--- config.mk ---
export PLATFORM = sky130hd
export DESIGN_NAME = stm_timer
export DESIGN_NICKNAME = d
export VERILOG_FILES = /design/src/shared/stm_pkg.sv /design/src/design/stm_timer.sv
export VERILOG_INCLUDE_DIRS = /design/src /design/src/shared
export SDC_FILE = /design/constraint.sdc
export NUM_CORES = 1
export LEC_CHECK = 0
export BUFFER_PORTS_ARGS = -buffer_cell sky130_fd_sc_hd__buf_4
export CELL_PAD_IN_SITES_DETAIL_PLACEMENT = 0
export CELL_PAD_IN_SITES_GLOBAL_PLACEMENT = 1
export CORE_ASPECT_RATIO = 1.1
export CORE_MARGIN = 1.5
export CORE_UTILIZATION = 41
export DETAILED_ROUTE_END_ITERATION = 10
export GPL_TIMING_DRIVEN = 0
export PLACE_DENSITY = 0.73
export SLEW_MARGIN = 5
export SYNTH_ARGS = -nofsm -noshare
export SYNTH_HDL_FRONTEND = slang
export SYNTH_SLANG_ARGS = --single-unit
--- constraint.sdc ---
create_clock -name core_clk_i -period 2.8 [get_ports core_clk_i]
set_input_delay 0.42 -clock core_clk_i [delete_from_list [all_inputs] [get_ports core_clk_i]]
set_output_delay 0.42 -clock core_clk_i [all_outputs]
set_load 0.03 [all_outputs]
--- src/shared/stm_map.svh ---
/*
 Register offsets, field positions, reset values and encodings of the timer.
 Assumes it is included by bare name wherever these names are needed.
*/
`ifndef STM_MAP_SVH
`define STM_MAP_SVH
// ====================================================================
// Register offsets (byte registers on a plain port)
`define STM_OFF_CNT_LO   3'h0
`define STM_OFF_CNT_HI   3'h1
`define STM_OFF_CMPA_LO  3'h2
`define STM_OFF_CMPA_HI  3'h3
`define STM_OFF_CTRL0    3'h4
`define STM_OFF_CTRL1    3'h5
`define STM_OFF_FLAGS    3'h6
// ====================================================================
// Control zero fields
`define STM_C0_PAUSE     7
`define STM_C0_CKS_HI    6
`define STM_C0_CKS_LO    4
`define STM_C0_ON        3
`define STM_C0_RP_HI     2
`define STM_C0_RP_LO     0
// ====================================================================
// Control one fields
`define STM_C1_MODE_HI   7
`define STM_C1_MODE_LO   6
`define STM_C1_IO_HI     5
`define STM_C1_IO_LO     4
`define STM_C1_OC        3
`define STM_C1_POL       2
`define STM_C1_DPX       1
`define STM_C1_CCLR      0
// ====================================================================
// Flag register fields (write one to clear)
`define STM_FL_A         0
`define STM_FL_P         1
`define STM_FL_C         2
// ====================================================================
// Reset values and constants
`define STM_RST_BYTE     8'h00
`define STM_RST_CNT      10'h000
`define STM_CNT_MAX      10'h3ff
`define STM_CNT_ONE      10'h001
`define STM_RP_ZERO      3'h0
`define STM_DIV4_LAST    2'h3
`define STM_DIV16_LAST   4'hf
`define STM_DIV64_LAST   6'h3f
`define STM_RD_ZERO      8'h00
`define STM_RP_SHIFT     7
`define STM_P_ONES       7'h7f
`endif

--- src/shared/stm_pkg.sv ---
/*
 Types of the standard timer: modes, clock sources, output functions.
 Assumes the map header is present alongside for numeric constants.
*/
package stm_pkg;
   // ====================================================================
   // Operating modes
   typedef enum logic [1:0]
   {
      STM_MODE_CMP   = 2'h0,
      STM_MODE_CAP   = 2'h1,
      STM_MODE_PWM   = 2'h2,
      STM_MODE_TMR   = 2'h3
   } stm_mode_e;
   // Clock sources
   typedef enum logic [2:0]
   {
      STM_CK_SYS4    = 3'h0,
      STM_CK_SYS     = 3'h1,
      STM_CK_H16     = 3'h2,
      STM_CK_H64     = 3'h3,
      STM_CK_TBC     = 3'h4,
      STM_CK_UNDEF   = 3'h5,
      STM_CK_EXT_R   = 3'h6,
      STM_CK_EXT_F   = 3'h7
   } stm_clk_e;
   // Output function codes
   typedef enum logic [1:0]
   {
      STM_IO_0       = 2'h0,
      STM_IO_1       = 2'h1,
      STM_IO_2       = 2'h2,
      STM_IO_3       = 2'h3
   } stm_io_e;
endpackage

--- src/design/stm_timer.sv ---
/*
 Ten-bit standard timer with comparators A and P, byte registers on a plain
 port, three output pins and an external count pin.
 Assumes every input is synchronous to core_clk_i, and that the high clock
 and time-base ticks arrive as one-cycle enables from the clock tree.
*/
// Decided for this implementation: strobed register access and the address map.
`timescale 1ns/1ps
`include "stm_map.svh"

module stm_timer
   import stm_pkg::*;
(
   input  wire logic       core_clk_i,          // System clock, 200 MHz
   input  wire logic       reset_n_i,           // Synchronous reset, active low
   input  wire logic [2:0] addr_i,              // Register address
   input  wire logic [7:0] wdata_i,             // Write data
   input  wire logic       wr_i,                // Write strobe
   input  wire logic       rd_i,                // Read strobe
   output logic      [7:0] rdata_o,             // Read data, cycle after strobe
   input  wire logic       fh_tick_i,           // High clock tick enable
   input  wire logic       ftbc_tick_i,         // Time-base clock tick enable
   input  wire logic       external_count_pin_i, // External count pin level
   input  wire logic       capture_in_i,        // Capture input level on pin
   output logic            timer_output_pin_zero_o, // Output pin zero
   output logic            timer_output_pin_one_o,  // Output pin one
   output logic            timer_output_pin_two_o,  // Output pin two
   output logic            pin_drive_o,         // High while pins are driven
   output logic            compare_a_flag_o,    // Compare A flag
   output logic            compare_p_flag_o,    // Compare P flag
   output logic            capture_flag_o,      // Capture event flag
   output logic            counter_on_o         // Module on (powered)
);

   // ====================================================================
   // Registers
   logic [7:0] ctrl0_reg;                       // Control zero
   logic [7:0] ctrl1_reg;                       // Control one
   logic [9:0] compare_a_value_reg;             // Compare A value
   logic [9:0] count_reg;                       // Running counter
   logic [9:0] capture_reg;                     // Captured count
   logic       on_d_reg;                        // Previous on bit
   logic       ext_d_reg;                       // Previous external pin
   logic       cap_d_reg;                       // Previous capture pin
   logic [1:0] div4_reg;                        // System divider by four
   logic [3:0] div16_reg;                       // High clock divider by 16
   logic [5:0] div64_reg;                       // High clock divider by 64
   logic       pin_reg;                         // Raw compare-mode pin level
   logic       pulse_reg;                       // Single pulse active
   logic       out_next;                        // Pin value before fan-out

   // Field views
   logic       counter_pause;
   logic [2:0] timer_clock_select;
   logic       counter_on;
   logic [2:0] compare_p_value;
   stm_mode_e  operating_mode_select;
   stm_io_e    output_function_select;
   logic       output_initial_level;
   logic       output_invert;
   logic       period_duty_swap;
   logic       counter_clear_select;

   assign counter_pause          = ctrl0_reg[`STM_C0_PAUSE];
   assign timer_clock_select     = ctrl0_reg[`STM_C0_CKS_HI:`STM_C0_CKS_LO];
   assign counter_on             = ctrl0_reg[`STM_C0_ON];
   assign compare_p_value        = ctrl0_reg[`STM_C0_RP_HI:`STM_C0_RP_LO];
   assign operating_mode_select  = stm_mode_e'(ctrl1_reg[`STM_C1_MODE_HI:`STM_C1_MODE_LO]);
   assign output_function_select = stm_io_e'(ctrl1_reg[`STM_C1_IO_HI:`STM_C1_IO_LO]);
   assign output_initial_level   = ctrl1_reg[`STM_C1_OC];
   assign output_invert          = ctrl1_reg[`STM_C1_POL];
   assign period_duty_swap       = ctrl1_reg[`STM_C1_DPX];
   assign counter_clear_select   = ctrl1_reg[`STM_C1_CCLR];

   // ====================================================================
   // Bus decode
   logic wr_ctrl0;                              // Write to control zero
   logic on_rise;                               // On bit goes 0 to 1
   logic single_mode;                           // Single pulse selected
   logic ext_edge;                              // Active edge on the count pin
   logic pulse_end;                             // Single pulse ends on A match
   assign wr_ctrl0    = wr_i && (addr_i == `STM_OFF_CTRL0);
   assign on_rise     = counter_on && !on_d_reg;
   assign single_mode = (operating_mode_select == STM_MODE_PWM) && (output_function_select == STM_IO_3);

   // Control zero; in single pulse mode an external active edge sets on
   always_ff @(posedge core_clk_i)
   begin
      if (!reset_n_i)
         ctrl0_reg <= `STM_RST_BYTE;
      else if (wr_ctrl0)
         ctrl0_reg <= wdata_i;
      else if (single_mode && !counter_on && ext_edge)
         ctrl0_reg[`STM_C0_ON] <= 1'b1;
      else if (single_mode && pulse_end)
         ctrl0_reg[`STM_C0_ON] <= 1'b0;
   end

   // reset zero
   // Control one and compare A
   always_ff @(posedge core_clk_i)
   begin
      if (!reset_n_i)
      begin
         ctrl1_reg           <= `STM_RST_BYTE;
         compare_a_value_reg <= `STM_RST_CNT;
      end
      else if (wr_i)
      begin
         unique case (addr_i)
            `STM_OFF_CTRL1:   ctrl1_reg <= wdata_i;
            `STM_OFF_CMPA_LO: compare_a_value_reg[7:0] <= wdata_i;
            `STM_OFF_CMPA_HI: compare_a_value_reg[9:8] <= wdata_i[1:0];
            default:          ;                  // Other offsets ignored here
         endcase
      end
   end

   // Read data stands one cycle after the read strobe only
   always_ff @(posedge core_clk_i)
   begin
      if (!reset_n_i)
         rdata_o <= `STM_RD_ZERO;
      else if (rd_i)
      begin
         unique case (addr_i)
            `STM_OFF_CNT_LO:  rdata_o <= count_reg[7:0];
            `STM_OFF_CNT_HI:  rdata_o <= {6'h00, count_reg[9:8]};
            `STM_OFF_CMPA_LO: rdata_o <= compare_a_value_reg[7:0];
            `STM_OFF_CMPA_HI: rdata_o <= {6'h00, compare_a_value_reg[9:8]};
            `STM_OFF_CTRL0:   rdata_o <= ctrl0_reg;
            `STM_OFF_CTRL1:   rdata_o <= ctrl1_reg;
            `STM_OFF_FLAGS:   rdata_o <= {5'h00, capture_flag_o, compare_p_flag_o, compare_a_flag_o};
            default:          rdata_o <= capture_reg[7:0]; // Capture low byte
         endcase
      end
      else
         rdata_o <= `STM_RD_ZERO;
   end

   // ====================================================================
   // Timer clock selection
   logic tick;                                  // Selected timer clock edge
   assign ext_edge = (timer_clock_select == STM_CK_EXT_F) ? (ext_d_reg && !external_count_pin_i)
                                                          : (!ext_d_reg && external_count_pin_i);

   // Prescalers free-run so the source can change without a glitch
   always_ff @(posedge core_clk_i)
   begin
      if (!reset_n_i)
      begin
         div4_reg  <= 2'h0;
         div16_reg <= 4'h0;
         div64_reg <= 6'h0;
         ext_d_reg <= 1'b0;
         cap_d_reg <= 1'b0;
         on_d_reg  <= 1'b0;
      end
      else
      begin
         div4_reg  <= div4_reg + 2'h1;
         div16_reg <= fh_tick_i ? div16_reg + 4'h1 : div16_reg;
         div64_reg <= fh_tick_i ? div64_reg + 6'h1 : div64_reg;
         ext_d_reg <= external_count_pin_i;
         cap_d_reg <= capture_in_i;
         on_d_reg  <= counter_on;
      end
   end

   always_comb
   begin
      unique case (stm_clk_e'(timer_clock_select))
         STM_CK_SYS4:  tick = (div4_reg == `STM_DIV4_LAST);
         STM_CK_SYS:   tick = 1'b1;
         STM_CK_H16:   tick = fh_tick_i && (div16_reg == `STM_DIV16_LAST);
         STM_CK_H64:   tick = fh_tick_i && (div64_reg == `STM_DIV64_LAST);
         STM_CK_TBC:   tick = ftbc_tick_i;
         STM_CK_UNDEF: tick = 1'b0;             // Forbidden code: counter stalls
         STM_CK_EXT_R: tick = ext_edge;
         STM_CK_EXT_F: tick = ext_edge;
      endcase
   end

   // ====================================================================
   // Comparators
   logic match_a;                               // Counter equals compare A
   logic match_p;                               // Counter at 128 * P - 1, P nonzero
   logic overflow;                              // Counter at maximum
   logic run;                                   // Counting this cycle
   logic clear_now;                             // Counter clears on this tick
   logic cmp_like;                              // Compare or timer mode
   assign run      = counter_on && !counter_pause && tick;
   assign match_a  = run && (count_reg == compare_a_value_reg);
   assign match_p  = run && (compare_p_value != `STM_RP_ZERO)
                     && (count_reg == {compare_p_value - 3'h1, `STM_P_ONES});
   // Matching the last count below P keeps the period at 128 * P clocks
   assign overflow = run && (count_reg == `STM_CNT_MAX);
   assign cmp_like = (operating_mode_select == STM_MODE_CMP) || (operating_mode_select == STM_MODE_TMR);
   assign pulse_end = single_mode && match_a;

   always_comb
   begin
      if (cmp_like)
         clear_now = counter_clear_select ? match_a : (match_p || overflow);
      else if (operating_mode_select == STM_MODE_PWM)
         clear_now = period_duty_swap ? match_a : (match_p || overflow); // period comparator
      else
         clear_now = overflow;
   end

   always_ff @(posedge core_clk_i)
   begin
      if (!reset_n_i)
         count_reg <= `STM_RST_CNT;
      else if (on_rise)
         count_reg <= `STM_RST_CNT;
      else if (clear_now)
         count_reg <= `STM_RST_CNT;
      else if (run)
         count_reg <= count_reg + `STM_CNT_ONE;
   end

   // ====================================================================
   // Flags: sticky, write one to clear, a new event wins over the clear
   logic clr_a;
   logic clr_p;
   logic clr_c;
   logic cap_event;
   assign clr_a = wr_i && (addr_i == `STM_OFF_FLAGS) && wdata_i[`STM_FL_A];
   assign clr_p = wr_i && (addr_i == `STM_OFF_FLAGS) && wdata_i[`STM_FL_P];
   assign clr_c = wr_i && (addr_i == `STM_OFF_FLAGS) && wdata_i[`STM_FL_C];

   always_ff @(posedge core_clk_i)
   begin
      if (!reset_n_i)
      begin
         compare_a_flag_o <= 1'b0;
         compare_p_flag_o <= 1'b0;
         capture_flag_o   <= 1'b0;
      end
      else
      begin
         compare_a_flag_o <= match_a || (compare_a_flag_o && !clr_a);
         compare_p_flag_o <= (match_p && !(cmp_like && counter_clear_select))
                             || (compare_p_flag_o && !clr_p);
         capture_flag_o   <= cap_event || (capture_flag_o && !clr_c);
      end
   end

   always_comb
   begin
      unique case (output_function_select)
         STM_IO_0: cap_event = !cap_d_reg && capture_in_i;
         STM_IO_1: cap_event = cap_d_reg && !capture_in_i;
         STM_IO_2: cap_event = cap_d_reg != capture_in_i;
         STM_IO_3: cap_event = 1'b0;
      endcase
      cap_event = cap_event && counter_on && (operating_mode_select == STM_MODE_CAP);
   end

   // Captured count, read back at offset seven
   always_ff @(posedge core_clk_i)
   begin
      if (!reset_n_i)
         capture_reg <= `STM_RST_CNT;
      else if (cap_event)
         capture_reg <= count_reg;
   end

   // ====================================================================
   // Output pin logic
   // initial level
   always_ff @(posedge core_clk_i)
   begin
      if (!reset_n_i)
         pin_reg <= 1'b0;
      else if (on_rise)
         pin_reg <= output_initial_level;
      else if (match_a && operating_mode_select == STM_MODE_CMP)
      begin
         unique case (output_function_select)
            STM_IO_0: pin_reg <= pin_reg;
            STM_IO_1: pin_reg <= 1'b0;
            STM_IO_2: pin_reg <= 1'b1;
            STM_IO_3: pin_reg <= !pin_reg;
         endcase
      end
   end

   // Single pulse is active from the on rise until on falls
   always_ff @(posedge core_clk_i)
   begin
      if (!reset_n_i)
         pulse_reg <= 1'b0;
      else if (on_rise)
         pulse_reg <= 1'b1;
      else if (!counter_on || pulse_end)
         pulse_reg <= 1'b0;
   end

   // PWM active window: duty compare against the low count
   logic [9:0] period_cnt;                      // Period length in counts
   logic [9:0] duty_cnt;                        // Duty length in counts
   logic [10:0] period_p;                       // Compare P period
   logic       pwm_active;
   assign period_p   = (compare_p_value == `STM_RP_ZERO) ? 11'h400
                       : {1'b0, compare_p_value, 7'h00};
   assign period_cnt = period_duty_swap ? compare_a_value_reg : period_p[9:0];
   assign duty_cnt   = period_duty_swap ? period_p[9:0] : compare_a_value_reg;
   assign pwm_active = period_duty_swap
                       ? ((period_p >= {1'b0, period_cnt}) || (count_reg < duty_cnt))
                       : (({1'b0, duty_cnt} >= period_p) || (count_reg < duty_cnt));

   always_comb
   begin
      out_next = pin_reg;
      if (operating_mode_select == STM_MODE_PWM)
      begin
         unique case (output_function_select)
            STM_IO_0: out_next = !output_initial_level;
            STM_IO_1: out_next = output_initial_level;
            STM_IO_2: out_next = (counter_on && pwm_active) ? output_initial_level : !output_initial_level;
            STM_IO_3: out_next = pulse_reg ? output_initial_level : !output_initial_level;
         endcase
      end
      if (operating_mode_select != STM_MODE_TMR)
         out_next = out_next ^ output_invert;
   end

   always_ff @(posedge core_clk_i)
   begin
      if (!reset_n_i)
      begin
         timer_output_pin_zero_o <= 1'b0;
         timer_output_pin_one_o  <= 1'b0;
         timer_output_pin_two_o  <= 1'b0;
         pin_drive_o             <= 1'b0;
         counter_on_o            <= 1'b0;
      end
      else
      begin
         timer_output_pin_zero_o <= out_next;
         timer_output_pin_one_o  <= out_next;
         timer_output_pin_two_o  <= out_next;
         pin_drive_o             <= (operating_mode_select == STM_MODE_CMP)
                                    || (operating_mode_select == STM_MODE_PWM);
         counter_on_o            <= counter_on;
      end
   end

   // ====================================================================
   // Assertions
   property p_flag_a;
      @(posedge core_clk_i) disable iff (!reset_n_i)
      match_a |=> compare_a_flag_o;
   endproperty
   a_flag_a: assert property (p_flag_a) else $error("compare A flag missed");

   property p_no_p_flag;
      @(posedge core_clk_i) disable iff (!reset_n_i)
      (cmp_like && counter_clear_select && !compare_p_flag_o) |=> !compare_p_flag_o;
   endproperty
   a_no_p_flag: assert property (p_no_p_flag) else $error("P flag raised under clear on A");

   property p_on_clear;
      @(posedge core_clk_i) disable iff (!reset_n_i)
      on_rise |=> (count_reg == `STM_RST_CNT);
   endproperty
   a_on_clear: assert property (p_on_clear) else $error("on rise did not clear counter");

   property p_pause;
      @(posedge core_clk_i) disable iff (!reset_n_i)
      (counter_pause && !on_rise && !wr_ctrl0) |=> $stable(count_reg);
   endproperty
   a_pause: assert property (p_pause) else $error("counter moved while paused");

   property p_off_hold;
      @(posedge core_clk_i) disable iff (!reset_n_i)
      (!counter_on && !on_rise) |=> $stable(count_reg);
   endproperty
   a_off_hold: assert property (p_off_hold) else $error("counter moved while off");

   property p_init;
      @(posedge core_clk_i) disable iff (!reset_n_i)
      on_rise |=> (pin_reg == $past(output_initial_level));
   endproperty
   a_init: assert property (p_init) else $error("initial level not restored");

   property p_count;
      @(posedge core_clk_i) disable iff (!reset_n_i)
      (run && !clear_now && !on_rise) |=> (count_reg == $past(count_reg) + `STM_CNT_ONE);
   endproperty
   a_count: assert property (p_count) else $error("counter did not step by one");

   property p_hi_zero;
      @(posedge core_clk_i) disable iff (!reset_n_i)
      (rd_i && addr_i == `STM_OFF_CNT_HI) |=> (rdata_o[7:2] == 6'h00);
   endproperty
   a_hi_zero: assert property (p_hi_zero) else $error("unused high bits not zero");

endmodule

==> flow_summary.yaml <==
sta:
  hold_viol: 0
  finalMaxSlewViolations: 0
  timing.fmax_mhz: 366
  finalCritPeriodShare_pct: 97.6
  fin_skew_ps: 10.1
  relSlewSlack_pct: 57.1
  rsz0062_at_grt: "true"
  worst_pin_slew_ps: 643
  min_period_ps: 2730
  final-setup-viol-count: 0
drt:
  wl_per_cell_um: 18.2
  drt_first_pass_iters: 4
  viasPerCell: 5.50
  drtAntennaViolNets: 0
  drt_wl_total_mm: 12.0
  dr_total_vias: 3625
  first_iter_violations: 235
  drc_errors: 0
power_and_ir_drop:
  internal-power_w: 0.00163
  pwr-share-seq_pct: 50.2
  swShare_pct: 25.3
  p_sw_w: 0.000551
  power_density_mw_per_mm2: 438
  power.leakage_nw: 1.94
  totalPowerFinal_w: 0.00218
  ir_drop_mv: 0.235
  pwr-share-comb_pct: 10.3
  clkPwrFrac_pct: 39.4
floorplan:
  die_y_um: 109
  fp.dieW_um: 99.7
  rows: 38
  ios: 35
  initial_core_util_pct: 42.4
  core_area_mm2: 0.00994
  dieArea_mm2: 0.0109
clock_network:
  clk_latency_ps: 360
  cts_buffer_depth: 2
  cts_buffers: 9
  cts_max_level: 3
  root_buffer: "clkbuf_8"
  clock_sinks: 74
  cts_hold_buf: 0
  cts_tree: "built"
  clkTransAtPathRegs_ps: 80
cells_and_area:
  nets: 577
  drive_gt1_share_pct: 16.7
  final_core_util_pct: 50.1
  diodes: 0
  fill_cells: 954
  areaGrowthSynthToFinish_pct: 18.1
critical_path:
  cp_slowest_cell: "o41a_1"
  critPathBufInv: 1
  cpPeakStageDelay_ps: 390
  cp_data_required_time_ps: 3050
  r2r_cells: 14
  crit_family: "compound AO/OA/AOI/OAI gates"
  crit_fanout: 4
  end_kind: "flip-flop"
  path_depth: 14
  path_cells: "inv_2, ha_4, ha_4, nand2b_4, nor2_1, a21oi_1, ha_1, nor4b_4, a211oi_2, o311a_1, nor2_1, o41a_1, a21oi_1, and3b_1"
  startpoint: "ctrl0_reg[1]"
  cp-start-kind: "flip-flop"
  path_class: "flip-flop to flip-flop"
  r2r-start: "ctrl0_reg[1]"
  crit_arrival_ps: 2980
global_routing:
  grt_first_pass_wirelength_mm: 18.7
  gr-total-overflow: 0
  grt_usage_pct: 22.9
  antenna_found_initial: 0
  grt_pass1_vias: 3524
  grt_max_degree: 13
hold_path:
  hold_depth: 2
  hold_path.class: "input pin to flip-flop"
  hold_start: "capture_in_i"
yosys:
  synth.top_cell.area_share_pct: 35.1
  yosysMostFrequentCell: "dfxtp_1"
  yosysTopAreaCell: "dfxtp_1"
  synthFlopType: "dfxtp_1"
  ys_seq_area_share_pct: 35.1
  synth_seq_cells: 74
  synth-async-reset-ratio_pct: 0
  syn_inst: 486
  netlist_top_cells_count: "dfxtp_1, nand2_1, nor2b_1, mux2i_1, nor2_1"
  synth_cell_types: 62
  syn_nets: 529
  synth_edf_count: 0
  syn_area_per_cell_um2: 8.68
  yosysWarnings: 0
  ys_top_cells_by_area: "dfxtp_1, ha_1, mux2i_1, nand2_1, nor2b_1"
  syn-cell-area_mm2: 0.00422
place:
  gp_congestion: 0.841
  post-dp-hpwl_mm: 8.91
  portBuffers: 33
run_status:
  outcome: "finished, final reports clean"
flow_run:
  cap_violations: 0
-- power by group through the flow --
| stage | Combinational [W] | Sequential, W | Clock (W) |
|---|---|---|---|
| 2_1_floorplan | 0.000128 | 0.00112 | 0 |
| 3_3_place_gp | 0.000206 | 0.00112 | 0 |
| 3_5_place_dp | 0.000209 | 0.00112 | 0 |
| 4_1_cts | 0.000217 | 0.00110 | 0.000881 |
| 5_1_grt | 0.000249 | 0.00110 | 0.000926 |
| 6_report | 0.000225 | 0.00110 | 0.000860 |
-- cell type report --
type                            count  area, µm²  share of cell area [%]
Tap cell                          120        150                    3.01
Buffer                             25        118                    2.36
Sequential cell                    74       1490                    29.9
Timing Repair Buffer               38        285                    5.73
Clock buffer                       12        155                    3.11
Clock inverter                      4       50.0                    1.00
Inverter                           17       66.3                    1.33
Multi-Input combinational cell    369       2670                    53.6
-- stage by stage --
step | TNS [ps] | std cells | hold WS, ps | area (µm²) | setup WS, ps
final | 0 | 659 | 288 | 4980 | 66.3
after CTS | 0 | 658 | 278 | 4900 | 4.62
after global routing | -87.7 | 659 | 274 | 4980 | -87.7
after global placement | -443 | 639 | 408 | 4620 | -443
after detailed placement | -453 | 639 | 410 | 4620 | -453
after floorplan | 0 | 486 | 398 | 4220 | 22.2
-- timing repair --
item	4_1_cts	5_1_grt
resized for setup	14	15
setup endpoints to repair	1	7
buffers inserted	4	1
pin swaps	6	10
-- path summary, 6_finish.rpt --
path                                  to  slack (ps)
setup / recovery  timer_output_pin_two_o          70
hold reg to reg              div4_reg[0]         430
setup reg to reg  timer_output_pin_two_o          70
hold / removal                 cap_d_reg         290
-- layer usage --
metal | GRT usage [%] | share of wire, %
met5 | 0 | 0
met1 | 28.8 | 44
met4 | 8.95 | 2.0
met2 | 39.4 | 49
met3 | 3.75 | 4.3
-- cell families after synthesis --
family	Yosys count	share of synthesized area, %
XOR/XNOR	28	5.81
adder cells (fa/ha/maj)	24	7.12
AO/OA/AOI/OAI	91	15.4
flip-flops	74	35.1
AND/OR/NAND/NOR	191	23.6
multiplexers	35	8.75
buffers and inverters	43	4.15
-- cells in the final DEF (no fill, tap or decap), types with 3 or more instances in the layout --
cell type	instances
a221oi_1	3
a21boi_0	19
a21o_1	3
o21ai_0	19
nand3b_1	3
nand2_1	56
nand4_1	9
inv_1	13
dfxtp_1	70
ha_1	21
nor2_1	28
and2_1	13
nand2b_1	5
a21oi_1	13
nor2b_1	31
dfxtp_2	3
mux2_2	5
clkbuf_8	12
nor4_1	4
clkbuf_1	18
and3_1	7
xor2_1	13
xnor2_1	15
nand3_1	14
a22oi_1	4
mux2i_1	29
nor3_1	4
buf_4	41
(Power assumes the default switching activity.)
